$ cat config.mk
export PLATFORM = sky130hd
export DESIGN_NAME = ccf_common_fifo
export DESIGN_NICKNAME = d
export VERILOG_FILES = /design/src/pkg/ccf_pkg.sv /design/src/verilog/ccf_common_fifo.sv /design/src/verilog/ccf_interval.sv
export VERILOG_INCLUDE_DIRS = /design/src /design/src/pkg
export SDC_FILE = /design/constraint.sdc
export NUM_CORES = 1
export LEC_CHECK = 0
export BUFFER_PORTS_ARGS = -buffer_cell sky130_fd_sc_hd__buf_2
export CORE_MARGIN = 2
export CORE_UTILIZATION = 60
export CTS_CLUSTER_DIAMETER = 50
export DETAILED_ROUTE_END_ITERATION = 12
export MAX_ROUTING_LAYER = met4
export PLACE_DENSITY_LB_ADDON = 0.15
export SYNTH_ARGS = -nofsm -noshare
export SYNTH_HDL_FRONTEND = slang
export SYNTH_HIERARCHICAL = 1
export SYNTH_SLANG_ARGS = --single-unit
$ cat constraint.sdc
create_clock -name clock -period 11.9 [get_ports clock]
set_input_delay 0.595 -clock clock [delete_from_list [all_inputs] [get_ports clock]]
set_output_delay 0.595 -clock clock [all_outputs]
set_load 0.03 [all_outputs]
$ cat src/pkg/ccf_defines.svh
// Purpose: register offsets, field positions and counts of the common FIFO control
// Assumes: 32-bit register port, byte addresses
// Notes: definitions only
`ifndef CCF_DEFINES_SVH
`define CCF_DEFINES_SVH
`define CCF_A_CFG 8'h00
`define CCF_A_HIST 8'h04
`define CCF_A_STAT 8'h08
`define CCF_A_CLR 8'h0C
`define CCF_A_IEN 8'h10
`define CCF_A_RXPOP 8'h14
`define CCF_A_TXPUSH 8'h18
`define CCF_B_DIR 0
`define CCF_B_ICS 1
`define CCF_B_RES 4
`define CCF_B_SRC 5
`define CCF_F_PLS 10:8
`define CCF_F_DEPTH 15:12
`define CCF_F_THR 18:16
`define CCF_F_LINK 21:20
`define CCF_F_DELAY 31:24
`define CCF_B_RXF 0
`define CCF_B_TXF 1
`define CCF_B_FULL 2
`define CCF_B_EMPTY 3
`define CCF_F_CNT 11:8
`define CCF_DEPTH_MAX 4'h8
`define CCF_THR_SHIFT 3
`define CCF_REF_DIV10 4'h9
`endif

$ cat src/pkg/ccf_pkg.sv
// Purpose: types of the common FIFO control
// Assumes: ccf_defines.svh holds the numbers
// Notes: one entry is a 24-bit identifier and a byte length
package ccf_pkg;
  typedef struct packed {
    logic [23:0] id;
    logic [7:0] len;
  } ccf_entry_t;
  typedef struct packed {
    logic [7:0] delay;
    logic [1:0] link;
    logic [2:0] thr;
    logic [3:0] depth;
    logic [2:0] pls;
    logic src;
    logic res;
    logic ics;
    logic dir;
  } ccf_cfg_t;
  typedef enum logic [1:0] {
    CCF_TX_IDLE = 2'b00,
    CCF_TX_WAIT = 2'b01,
    CCF_TX_REQ = 2'b10
  } ccf_tx_state_t;
endpackage

$ cat src/verilog/ccf_common_fifo.sv
// Purpose: common FIFO control of a CAN FD controller, receive or transmit queue
// Assumes: channel signals on the same clock; register port with read data one cycle later
// Notes: depth up to 8 entries held in flip-flops
// What this block does
// - rx mode, condition 0: flag when count rises to threshold from below.
// - tx mode, condition 0: flag when the last queued message is sent.
// - rx mode, condition 1: flag after each stored message.
// - tx mode, condition 1: flag after each successfully sent message.
// - interval reference from peripheral clock, x1 or x10 period per tick.
// - timer source: scaled reference when 0, channel bit time when 1.
// - direction select 0 makes a receive queue, 1 a transmit queue.
// - payload size setting caps data bytes per entry both directions.
// - transmit enable forwards the interrupt while the transmit flag is set.
// - receive enable forwards the interrupt while the receive flag is set.
// - history select 0 logs fifo frames only, 1 also plain buffers.
// - threshold field is a fraction of depth for the threshold interrupt.
// - depth field sets capacity; zero makes the FIFO unusable.
// - link field picks the transmit buffer scan slot of the FIFO.
// - delay field sets interval ticks before each fifo transmission.
`include "ccf_defines.svh"
module ccf_common_fifo
  import ccf_pkg::*;
(
  input wire logic clock, // 20 MHz peripheral clock
  input wire logic rst, // async reset, high
  input wire logic [7:0] addr, // register byte address
  input wire logic [31:0] wdata, // register write data
  input wire logic wr, // write strobe
  input wire logic rd, // read strobe
  output logic [31:0] rdata_q, // read data, cycle after rd
  output logic irq_q, // fifo interrupt request
  input wire logic rx_valid, // channel stores a received frame
  input wire ccf_entry_t rx_entry, // received frame
  input wire logic bit_tick, // channel bit-time pulse
  output logic tx_valid_q, // frame offered to the channel
  output ccf_entry_t tx_entry_q, // offered frame
  output logic [1:0] tx_slot_q, // scan slot of the offer
  input wire logic tx_done, // a transmission succeeded
  input wire logic tx_from_fifo, // that transmission came from this fifo
  output logic hist_store_q // store a history entry
);
  ccf_cfg_t cfg_q, cfg_d;
  logic hist_src_q;
  logic [1:0] ien_q, flag_q, flag_d;
  ccf_entry_t mem_q [8];
  logic [2:0] wp_q, rp_q;
  logic [3:0] cnt_q, cnt_d;
  ccf_tx_state_t st_q, st_d;
  logic [31:0] rd_d;
  logic t_ready;

  // address decode
  wire w_cfg = wr && addr == `CCF_A_CFG;
  wire w_hist = wr && addr == `CCF_A_HIST;
  wire w_clr = wr && addr == `CCF_A_CLR;
  wire w_ien = wr && addr == `CCF_A_IEN;
  wire w_push = wr && addr == `CCF_A_TXPUSH;
  wire r_pop = rd && addr == `CCF_A_RXPOP;

  // capacity clamps to the storage actually built
  wire [3:0] cap = (cfg_q.depth > `CCF_DEPTH_MAX) ? `CCF_DEPTH_MAX : cfg_q.depth;
  wire usable = cap != 4'h0;
  wire full = cnt_q >= cap;
  wire empty = cnt_q == 4'h0;
  wire is_tx = cfg_q.dir;

  // threshold = depth * (thr+1) / 8, at least one
  wire [7:0] thr_prod = cap * {1'b0, cfg_q.thr} + {4'h0, cap};
  wire [7:0] thr_sh = thr_prod >> `CCF_THR_SHIFT;
  wire [3:0] thr_lvl = (thr_sh[3:0] == 4'h0) ? 4'h1 : thr_sh[3:0];

  // payload limit in bytes
  logic [7:0] pl_max;
  always_comb begin
    case (cfg_q.pls)
      3'h0: pl_max = 8'h08;
      3'h1: pl_max = 8'h0C;
      3'h2: pl_max = 8'h10;
      3'h3: pl_max = 8'h14;
      3'h4: pl_max = 8'h18;
      3'h5: pl_max = 8'h20;
      3'h6: pl_max = 8'h30;
      default: pl_max = 8'h40;
    endcase
  end

  // push source follows the direction
  wire push_req = is_tx ? w_push : rx_valid;
  wire ccf_entry_t push_raw = is_tx ? ccf_entry_t'(wdata) : rx_entry;
  wire ccf_entry_t push_ent = '{id: push_raw.id,
    len: (push_raw.len > pl_max) ? pl_max : push_raw.len};
  // a full or depth-0 fifo drops the frame
  wire push = push_req && usable && !full;
  wire pop_rx = !is_tx && r_pop && !empty;
  wire fifo_sent = st_q == CCF_TX_REQ && tx_done && tx_from_fifo;
  wire pop = pop_rx || fifo_sent;

  assign cnt_d = cnt_q + {3'h0, push} - {3'h0, pop};

  // interrupt events
  wire rx_ev = !is_tx && (cfg_q.ics ? push
    : (cnt_q < thr_lvl && cnt_d >= thr_lvl));
  wire tx_ev = is_tx && fifo_sent
    && (cfg_q.ics || cnt_q == 4'h1);
  // set wins over a clear in the same cycle
  assign flag_d[`CCF_B_RXF] = rx_ev
    || (flag_q[`CCF_B_RXF] && !(w_clr && wdata[`CCF_B_RXF]));
  assign flag_d[`CCF_B_TXF] = tx_ev
    || (flag_q[`CCF_B_TXF] && !(w_clr && wdata[`CCF_B_TXF]));
  // next enables, so a new enable reaches the request in the same cycle as the flags
  wire [1:0] ien_d = w_ien ? wdata[1:0] : ien_q;
  wire irq_d = (flag_d[`CCF_B_RXF] && ien_d[`CCF_B_RXF])
    || (flag_d[`CCF_B_TXF] && ien_d[`CCF_B_TXF]);

  // transmit sequencer
  always_comb begin
    st_d = st_q;
    case (st_q)
      CCF_TX_IDLE: if (is_tx && usable) st_d = CCF_TX_WAIT;
      CCF_TX_WAIT: begin
        if (!is_tx || !usable) st_d = CCF_TX_IDLE;
        else if (t_ready && !empty) st_d = CCF_TX_REQ;
      end
      CCF_TX_REQ: if (fifo_sent) st_d = CCF_TX_WAIT;
      default: st_d = CCF_TX_IDLE;
    endcase
  end
  // interval restarts on entry and after every fifo frame
  wire t_restart = fifo_sent || st_q == CCF_TX_IDLE;

  ccf_interval u_interval (
    .clock(clock),
    .rst(rst),
    .res(cfg_q.res),
    .src(cfg_q.src),
    .bit_tick(bit_tick),
    .restart(t_restart),
    .delay(cfg_q.delay),
    .ready_q(t_ready)
  );

  // config write, register layout kept separate from the struct
  assign cfg_d = w_cfg ? '{delay: wdata[`CCF_F_DELAY], link: wdata[`CCF_F_LINK],
    thr: wdata[`CCF_F_THR], depth: wdata[`CCF_F_DEPTH], pls: wdata[`CCF_F_PLS],
    src: wdata[`CCF_B_SRC], res: wdata[`CCF_B_RES], ics: wdata[`CCF_B_ICS],
    dir: wdata[`CCF_B_DIR]} : cfg_q;

  // read mux
  wire [31:0] cfg_rd = {cfg_q.delay, 2'h0, cfg_q.link, 1'b0, cfg_q.thr, cfg_q.depth,
    1'b0, cfg_q.pls, 2'h0, cfg_q.src, cfg_q.res, 2'h0, cfg_q.ics, cfg_q.dir};
  wire [31:0] stat_rd = {20'h00000, cnt_q, 4'h0, empty, full, flag_q};
  always_comb begin
    if (!rd) rd_d = 32'h00000000;
    else if (addr == `CCF_A_CFG) rd_d = cfg_rd;
    else if (addr == `CCF_A_HIST) rd_d = {31'h00000000, hist_src_q};
    else if (addr == `CCF_A_STAT) rd_d = stat_rd;
    else if (addr == `CCF_A_IEN) rd_d = {30'h00000000, ien_q};
    else if (addr == `CCF_A_RXPOP) rd_d = (is_tx || empty) ? 32'h00000000 : mem_q[rp_q];
    else rd_d = 32'h00000000;
  end

  // storage, one flop group per entry
  for (genvar i = 0; i < 8; i++) begin : g_ent
    always_ff @(posedge clock or posedge rst) begin
      if (rst) mem_q[i] <= '0;
      else if (push && wp_q == 3'(i)) mem_q[i] <= push_ent;
    end
  end

  // pointers wrap at the configured capacity
  wire [2:0] last = 3'(cap - 4'h1);
  always_ff @(posedge clock or posedge rst) begin
    if (rst) begin
      wp_q <= 3'h0;
      rp_q <= 3'h0;
      cnt_q <= 4'h0;
    end else if (w_cfg) begin
      // reconfiguring flushes the queue
      wp_q <= 3'h0;
      rp_q <= 3'h0;
      cnt_q <= 4'h0;
    end else begin
      if (push) wp_q <= (wp_q == last) ? 3'h0 : wp_q + 3'h1;
      if (pop) rp_q <= (rp_q == last) ? 3'h0 : rp_q + 3'h1;
      cnt_q <= cnt_d;
    end
  end

  always_ff @(posedge clock or posedge rst) begin
    if (rst) begin
      cfg_q <= '0;
      hist_src_q <= 1'b0;
      ien_q <= 2'h0;
      flag_q <= 2'h0;
      irq_q <= 1'b0;
      rdata_q <= 32'h00000000;
      st_q <= CCF_TX_IDLE;
    end else begin
      cfg_q <= cfg_d;
      if (w_hist) hist_src_q <= wdata[0];
      ien_q <= ien_d;
      flag_q <= flag_d;
      irq_q <= irq_d;
      rdata_q <= rd_d;
      st_q <= w_cfg ? CCF_TX_IDLE : st_d;
    end
  end

  // channel side outputs
  always_ff @(posedge clock or posedge rst) begin
    if (rst) begin
      tx_valid_q <= 1'b0;
      tx_entry_q <= '0;
      tx_slot_q <= 2'h0;
      hist_store_q <= 1'b0;
    end else begin
      tx_valid_q <= st_d == CCF_TX_REQ && !w_cfg;
      tx_entry_q <= mem_q[rp_q];
      tx_slot_q <= cfg_q.link;
      hist_store_q <= tx_done && ((tx_from_fifo && is_tx) || hist_src_q);
    end
  end

  AST_RX_THR: assert property (@(posedge clock) disable iff (rst)
    (!is_tx && !cfg_q.ics && !w_cfg && cnt_q < thr_lvl && cnt_d >= thr_lvl)
    |=> flag_q[`CCF_B_RXF])
    else $error("threshold crossing did not set receive flag");
  AST_RX_NOFLAG: assert property (@(posedge clock) disable iff (rst)
    (!is_tx && !cfg_q.ics && !push && !flag_q[`CCF_B_RXF]) |=> !flag_q[`CCF_B_RXF])
    else $error("receive flag set without a crossing");
  AST_TX_LAST: assert property (@(posedge clock) disable iff (rst)
    (is_tx && !cfg_q.ics && fifo_sent && cnt_q > 4'h1 && !flag_q[`CCF_B_TXF])
    |=> !flag_q[`CCF_B_TXF])
    else $error("transmit flag set before the last message");
  AST_RX_EACH: assert property (@(posedge clock) disable iff (rst)
    (!is_tx && cfg_q.ics && push) |=> flag_q[`CCF_B_RXF])
    else $error("stored frame did not set receive flag");
  AST_TX_EACH: assert property (@(posedge clock) disable iff (rst)
    (is_tx && cfg_q.ics && fifo_sent) |=> flag_q[`CCF_B_TXF])
    else $error("sent frame did not set transmit flag");
  AST_DIR: assert property (@(posedge clock) disable iff (rst)
    (!is_tx && !w_cfg) |=> !tx_valid_q)
    else $error("receive queue offered a frame");
  AST_PAYLOAD: assert property (@(posedge clock) disable iff (rst)
    push |=> mem_q[$past(wp_q)].len <= $past(pl_max))
    else $error("entry exceeds payload size");
  AST_IRQ: assert property (@(posedge clock) disable iff (rst)
    irq_q == ((flag_q[`CCF_B_RXF] && ien_q[`CCF_B_RXF]) || (flag_q[`CCF_B_TXF] && ien_q[`CCF_B_TXF])))
    else $error("interrupt request disagrees with flags and enables");
  AST_HIST: assert property (@(posedge clock) disable iff (rst)
    (tx_done && !tx_from_fifo && !hist_src_q) |=> !hist_store_q)
    else $error("plain buffer frame logged with select 0");
  AST_DEPTH0: assert property (@(posedge clock) disable iff (rst)
    (!usable && !w_cfg) |=> cnt_q == 4'h0 && !tx_valid_q)
    else $error("depth 0 fifo in use");
  AST_SLOT: assert property (@(posedge clock) disable iff (rst)
    tx_valid_q |-> tx_slot_q == cfg_q.link)
    else $error("offer carries wrong scan slot");
  AST_DELAY: assert property (@(posedge clock) disable iff (rst)
    (st_q == CCF_TX_WAIT && !t_ready) |=> !tx_valid_q)
    else $error("frame offered before interval elapsed");

  // flags stay until software clears them, and rise only on a stored or sent frame
  AST_RX_STICKY: assert property (@(posedge clock) disable iff (rst)
    (flag_q[`CCF_B_RXF] && !(w_clr && wdata[`CCF_B_RXF])) |=> flag_q[`CCF_B_RXF])
    else $error("receive flag dropped without a clear");
  AST_TX_STICKY: assert property (@(posedge clock) disable iff (rst)
    (flag_q[`CCF_B_TXF] && !(w_clr && wdata[`CCF_B_TXF])) |=> flag_q[`CCF_B_TXF])
    else $error("transmit flag dropped without a clear");
  AST_RX_NOPUSH: assert property (@(posedge clock) disable iff (rst)
    (!push && !flag_q[`CCF_B_RXF]) |=> !flag_q[`CCF_B_RXF])
    else $error("receive flag set without a stored frame");
  AST_TX_NOSEND: assert property (@(posedge clock) disable iff (rst)
    (!fifo_sent && !flag_q[`CCF_B_TXF]) |=> !flag_q[`CCF_B_TXF])
    else $error("transmit flag set without a sent frame");

  // an offer must not move under the channel while it is pending, and a full or empty queue keeps its count
  AST_OFFER_HOLD: assert property (@(posedge clock) disable iff (rst)
    (tx_valid_q && !fifo_sent && !w_cfg) |=> tx_valid_q && $stable(tx_entry_q))
    else $error("offer withdrawn or changed before success");
  AST_FULL_HOLD: assert property (@(posedge clock) disable iff (rst)
    (full && !pop && !w_cfg) |=> cnt_q == $past(cnt_q))
    else $error("full fifo took a frame");
  AST_EMPTY_HOLD: assert property (@(posedge clock) disable iff (rst)
    (empty && !push && !w_cfg) |=> empty)
    else $error("empty fifo lost an entry");

  // history requests for both sources
  AST_HIST_FIFO: assert property (@(posedge clock) disable iff (rst)
    (tx_done && tx_from_fifo && is_tx) |=> hist_store_q)
    else $error("fifo frame not logged");
  AST_HIST_PLAIN: assert property (@(posedge clock) disable iff (rst)
    (tx_done && hist_src_q) |=> hist_store_q)
    else $error("plain buffer frame not logged with select 1");
endmodule // ccf_common_fifo

$ cat src/verilog/ccf_interval.sv
// Purpose: interval transmission timer of the common FIFO
// Assumes: bit_tick from channel logic on the same clock
// Notes: ready once delay ticks have passed since restart
`include "ccf_defines.svh"
module ccf_interval
  import ccf_pkg::*;
(
  input wire logic clock, // peripheral clock
  input wire logic rst, // async reset, high
  input wire logic res, // reference resolution x1/x10
  input wire logic src, // 0 reference, 1 bit time
  input wire logic bit_tick, // channel bit-time pulse
  input wire logic restart, // start a new interval
  input wire logic [7:0] delay, // interval in ticks
  output logic ready_q // interval elapsed
);
  logic [3:0] pre_q, pre_d;
  logic [7:0] cnt_q, cnt_d;
  wire pre_wrap = (pre_q == `CCF_REF_DIV10);
  wire ref_tick = res ? pre_wrap : 1'b1;
  wire tick = src ? bit_tick : ref_tick;
  assign pre_d = (pre_wrap || !res) ? 4'h0 : pre_q + 4'h1;
  // saturate so a long idle never wraps back below the delay
  assign cnt_d = restart ? 8'h00 : ((tick && cnt_q != 8'hFF) ? cnt_q + 8'h01 : cnt_q);
  always_ff @(posedge clock or posedge rst) begin
    if (rst) begin
      pre_q <= 4'h0;
      cnt_q <= 8'h00;
      ready_q <= 1'b0;
    end else begin
      pre_q <= pre_d;
      cnt_q <= cnt_d;
      ready_q <= (cnt_d >= delay);
    end
  end
  AST_X10_TICK: assert property (@(posedge clock) disable iff (rst)
    (res && !src && pre_q == 4'h0 && !restart) ##1 !restart [*8] ##1 !restart
    |-> ($past(cnt_q, 9) == 8'hFF) || (cnt_q <= $past(cnt_q, 9) + 8'h01))
    else $error("x10 reference ticks too fast");
  AST_BIT_SRC: assert property (@(posedge clock) disable iff (rst)
    (src && !bit_tick && !restart) |=> cnt_q == $past(cnt_q))
    else $error("timer moved without a bit-time tick");
endmodule // ccf_interval

==> Yosys cells after proc, flatten, opt, wreduce, memory -nomap -nowiden <==
Index checks and enable logic that the tools add are counted.
W data, S select, Z words.
{ "op_classes": {"add_sub_neg": 8, "multipliers": 1, "div_mod_pow": 0, "n_lt_le_gt_ge": 7, "eq_ne": 27, "shifts": 0, "mux": 36, "bitwise": 1, "n_reduce_logical": 63} }
{ "op_table": {"columns": ["cell", "n"], "rows": [
  ["$mux W32", 10],
  ["$bmux W32 S3", 1],
  ["$pmux W7 S7", 1],
  ["$logic_and A1 B1 Y1", 36],
  ["$eq A8 B5 Y1 const B", 3],
  ["$mux W8", 3],
  ["$eq A3 B3 Y1 const B", 7],
  ["$mux W3", 6],
  ["$eq A8 B4 Y1 const B", 2],
  ["$mux W4", 4],
  ["$eq A3 B2 Y1 const B", 4],
  ["$mux W2", 6],
  ["$logic_or A1 B1 Y1", 10],
  ["$add A8 B1 Y8 const B", 1],
  ["$eq A8 B3 Y1 const B", 1],
  ["$ge A4 B4 Y1", 2],
  ["$ge A8 B8 Y1", 1],
  ["$gt A8 B8 Y1", 1],
  ["$logic_not A1 Y1", 8],
  ["$logic_not A4 Y1", 2],
  ["$logic_not A8 Y1", 1],
  ["$ne A8 B8 Y1 const B", 1],
  ["$add A7 B4 Y7", 1],
  ["$mul A4 B3 Y7", 1],
  ["21 further kinds", 30]
]} }
{ "totals": {"register_bits": 379, "latchBits": 0, "ramBits": 0, "mem_bits_ro": 0, "inputBits": 80, "out_inout_bits": 69, "elab_cells": 185, "n_memories": 0} }

==> Logic depth before layout (Yosys ltp) <==
{ "depth": {"word_depth": 14, "mapped_depth": 21, "ltp_nobuf": 20} }

==> Hierarchy <==
Netlist, hierarchy kept.
{ "modules_own_cells": {"columns": ["module", "instances", "cells_each", "area_per_inst_um2", "seq_area_each_um2"], "rows": [
  ["ccf_common_fifo", 1, 1469, 16681.0, 9158.8],
  ["ccf_interval", 1, 98, 888.4, 325.3]
]} }

==> Least setup slack after synthesis <==
OpenSTA, ideal clock, no wires.
{ "synth_timing": {"kind": "register to register", "from": "register cfg_q[10] (netlist bit)", "to": "register flag_q[0]", "setup_ns": 0.084, "t_arrival_ns": 4.283, "t_required_ns": 11.816, "path_slack_ns": 7.533, "path_stages_with_launch": 20, "period_less_slack_ns": 4.367, "cell_sequence": "dfrtp_1 -> clkbuf_1 -> nor2b_1 -> and2_1 -> fa_1 -> inv_1 -> fa_1 -> inv_1 -> ha_1 -> nand3b_1 -> o21ai_0 -> a21oi_1 -> o21bai_1 -> xnor2_1 -> ha_1 -> a211oi_1 -> o211ai_1 -> nor4_1 -> a211oi_1 -> a21boi_0"} }
{ "synth_between": {"elab_chain_len": 12} }
{ "synth_lines": {"columns": ["item", "line_no", "text"], "rows": [
  ["from (decl)", "ccf_common_fifo.sv:42", "ccf_cfg_t cfg_q, cfg_d;"],
  ["from (signal assigned)", "ccf_common_fifo.sv:199", "cfg_q <= cfg_d;"],
  ["$gt A4 B4 Y1 (no source line)", null, null],
  ["$mux W4 (*)", "ccf_common_fifo.sv:61", "wire [3:0] cap = (cfg_q.depth > `CCF_DEPTH_MAX) ? `CCF_DEPTH_MAX : cfg_q.depth;"],
  ["branches (longest 7 deep; another with $mul A4 B3 Y7)", null, null],
  ["$mux W1 (*)", "ccf_common_fifo.sv:101", "wire rx_ev = !is_tx && (cfg_q.ics ? push"],
  ["$logic_and A1 B1 Y1 (*)", "ccf_common_fifo.sv:101", null],
  ["$logic_or A1 B1 Y1 (*)", "ccf_common_fifo.sv:106", "assign flag_d[`CCF_B_RXF] = rx_ev"],
  ["named net flag_d[0]", "ccf_common_fifo.sv:44", "logic [1:0] ien_q, flag_q, flag_d;"],
  ["to (signal assigned)", "ccf_common_fifo.sv:202", "flag_q <= flag_d;"],
  ["to (decl)", "ccf_common_fifo.sv:44", null]
]} }
Mark *: on every way through the listed nets, which the timed path passes.
A chain may end at the register's enable or synchronous reset.

==> Worst setup path after layout <==
Ends and elaborated chain as after synthesis.

==> impl_metrics.json <==
{
  "cts_sinks": 379,
  "p_per_area_nw_per_um2": 197.7,
  "grt_antenna_before_repair": 0,
  "wl_per_cell_um": 20.29,
  "synth-seq-area-share_pct": 53.98,
  "route.met2.wl_um": 20180,
  "insertion_delay_ns": 0.53,
  "nets": 1819,
  "place_worst_setup_slack_ns": 6.882,
  "num_vias": 12500,
  "io_buffers": 148,
  "drt_iter0_drc": 953,
  "slew-limit-headroom_pct": 26.59,
  "peakVddDrop_v": 0.0001242,
  "cp_slowest_cell": "fa_1",
  "fin_crit_ns": 4.998,
  "tritoncts": "built",
  "synth_top_cell_by_area": "dfrtp_1",
  "cp_data_required_time_ns": 12.30,
  "dp_cells": 2026,
  "drive_gt1_share_pct": 22.48,
  "overflow": 0,
  "cts_hold_buf": 0,
  "ys_ff_latch": 379,
  "initial_utilization_pct": 61.05,
  "routed_wl_um": 42630,
  "cp.arrival_ns": 5.39,
  "finalMaxSlewViolations": 0,
  "top_layer": "met4",
  "cts-root-buf": "clkbuf_16",
  "viasPerCell": 5.949,
  "reg2reg_from": "cfg_q[10]",
  "synth_edf_count": 0,
  "antenna_left": 0,
  "cts_setup_buffers": 0,
  "synth_cells": 1567,
  "die_area_um2": 30670,
  "avgSynthCellArea_um2": 11.21,
  "p_leak_nw": 9.954,
  "wl_met1_um": 18710,
  "stdcell_count": 2101,
  "synth_area_um2": 17570,
  "yosysMostFrequentCell": "dfrtp_1",
  "antenna_cells": 0,
  "synth_common_cells": "dfrtp_1 (379), nand2_1 (265), a21oi_1 (146), nor2_1 (146), o21ai_0 (74)",
  "die_h_um": 175.1,
  "ios": 149,
  "drt-pass1-iter-count": 5,
  "grt_pass1_vias": 12610,
  "r2r_slack_ns": 6.90,
  "yosysWarningCount": 6,
  "min_path_type": "input pin to async pin",
  "numCtsBuffers": 41,
  "hold_viol_final": 0,
  "critical_path.cell_chain": "nor2b_1, nand2_1, fa_1, fa_1, inv_1, ha_1, nand3_1, o21ai_0, a21oi_1, xnor2_1, ha_1, a211oi_1, o21ai_0, o211ai_1, nor2_1, a211oi_1, a21boi_0",
  "core_area_um2": 28780,
  "wl_met3_um": 2657,
  "place_congestion": 0.9016,
  "yosysTopAreaCellShare_pct": 53.98,
  "startpoint_type": "flop",
  "yosys_most_used_dff": "dfrtp_1",
  "setup_slack_ns": 6.902,
  "netlist_top_cells_area": "dfrtp_1 (54%), mux4_2 (8.2%), nand2_1 (5.7%), a21oi_1 (4.2%), mux2_2 (3.6%)",
  "ctsResizeCount": 0,
  "num_rows": 62,
  "synth_fp_nets": 1701,
  "grt_usage_pct": 29.67,
  "place_hpwl_um": 26950,
  "max_clock_freq_mhz": 200.1,
  "die_w_um": 175.1,
  "route.detailed.drc": 0,
  "cp_max_fo": 11,
  "post-route-util_pct": 69.21,
  "grt_max_degree": 142,
  "cts.clk_slew.worst_paths_ns": 0.06,
  "htreeDepth": 2,
  "area_growth_pct": 13.37,
  "crit_type": "flop to flop",
  "finClkSkew_ns": 0.01604,
  "cap_violations": 0,
  "setup_viol_count_final": 0,
  "r2r-end": "flag_q[0]",
  "grt_pass1_wl_um": 68800,
  "final.period_utilization_pct": 42.00,
  "ys_types": 71,
  "rr_worst_depth": 17,
  "max_stage_delay_ns": 0.55,
  "cts_buffer_depth": 3,
  "rsz0062_at_grt": "no",
  "status": "completed",
  "synthArstFlopShare_pct": 100.0,
  "end_kind": "flop",
  "setup_tns_ns": 0,
  "tightest_slew_ns": 1.071
}
==> worst max path at each step <==
stage                   start         to  slack [ns]  cells after the start
global route        cfg_q[10]  flag_q[0]        6.46                     17
global placement    cfg_q[10]  flag_q[0]        7.08                     17
CTS                 cfg_q[10]      irq_q        6.87                     17
detailed placement  cfg_q[10]  flag_q[0]        6.88                     17
floorplan                 rst  cfg_q[10]        1.14                      1
finish              cfg_q[10]  flag_q[0]        6.90                     17
==> cells in the final DEF (no fill, tap or decap), types with 7 or more instances in the layout <==
master,instances
dfrtp_1,376
mux2_2,56
o21ai_1,18
buf_4,20
nand2_1,265
a21oi_1,146
ha_1,49
a22oi_1,8
a32o_1,20
o21ai_0,74
nand2b_1,7
and2_1,19
mux4_2,64
xnor2_1,8
a211oi_1,8
nor2_1,146
mux2i_1,34
buf_2,148
nand3_1,12
nor2b_1,16
clkbuf_16,43
clkinv_2,8
inv_1,40
clkbuf_8,8
==> flip-flops by register name (all words and copies together), names as in the netlist, 3 cells and up <==
signal	flops
cnt_q	4
mem_q	256
cfg_q	23
u_interval/cnt_q	8
tx_entry_q	32
u_interval/pre_q	4
rdata_q	32
wp_q	3
rp_q	3
==> critical path, delay by kind of cell (launching register included) <==
kind / cells / cell delay, ns
AO/OA/AOI/OAI: 7 / 1.57
XOR/XNOR: 1 / 0.26
adder cells (fa/ha/maj): 4 / 1.69
buffers and inverters: 1 / 0.04
flip-flops: 1 / 0.47
AND/OR/NAND/NOR: 4 / 0.86
==> area by class of cell <==
cell class                 count  area, um^2
clock inverter                20       225.2
sequential                   379        9490
timing repair buffer         168       890.9
multi-input combinational   1053        7465
fill                        2106        8862
clock buffer                  55        1201
inverter                      42       165.2
tap                          384       480.5
==> report_power, final <==
group	total, W	switching (W)	internal [W]	leakage, nW
Sequential	0.00165	0.000152	0.00150	5.19
Combinational	0.000969	0.000577	0.000391	4.07
Clock	0.00132	0.000516	0.000799	0.698
Total	0.00394	0.00124	0.00269	9.95
==> through the flow <==
step | hold slack [ns] | area [um^2] | total power [W]
after global routing | 0.2062 | 19920 | 0.004141
after detailed placement | 0.3864 | 18490 | 0.002640
after global placement | 0.3939 | 18490 | 0.002613
after floorplan | 0.3740 | 17570 | 0.002354
after CTS | 0.1702 | 19920 | 0.003955
final | 0.1533 | 19920 | 0.003937
==> metal layers <==
metal	global-route usage, %	vias to the layer above
met3	4.178	84
met5	-	-
li1	-	5708
met1	41.89	6271
met4	8.090	0
met2	45.83	435
==> cells by family after synthesis <==
family,count (synthesis),share of synthesized area (%)
simple gates,508,12.61
flops,379,53.98
compound gates,315,10.66
mux,161,14.21
buf+inv,135,3.653
fa+ha+maj,54,4.059
xor+xnor,15,0.8261
No activity file was read; power rests on OpenSTA's default activity.
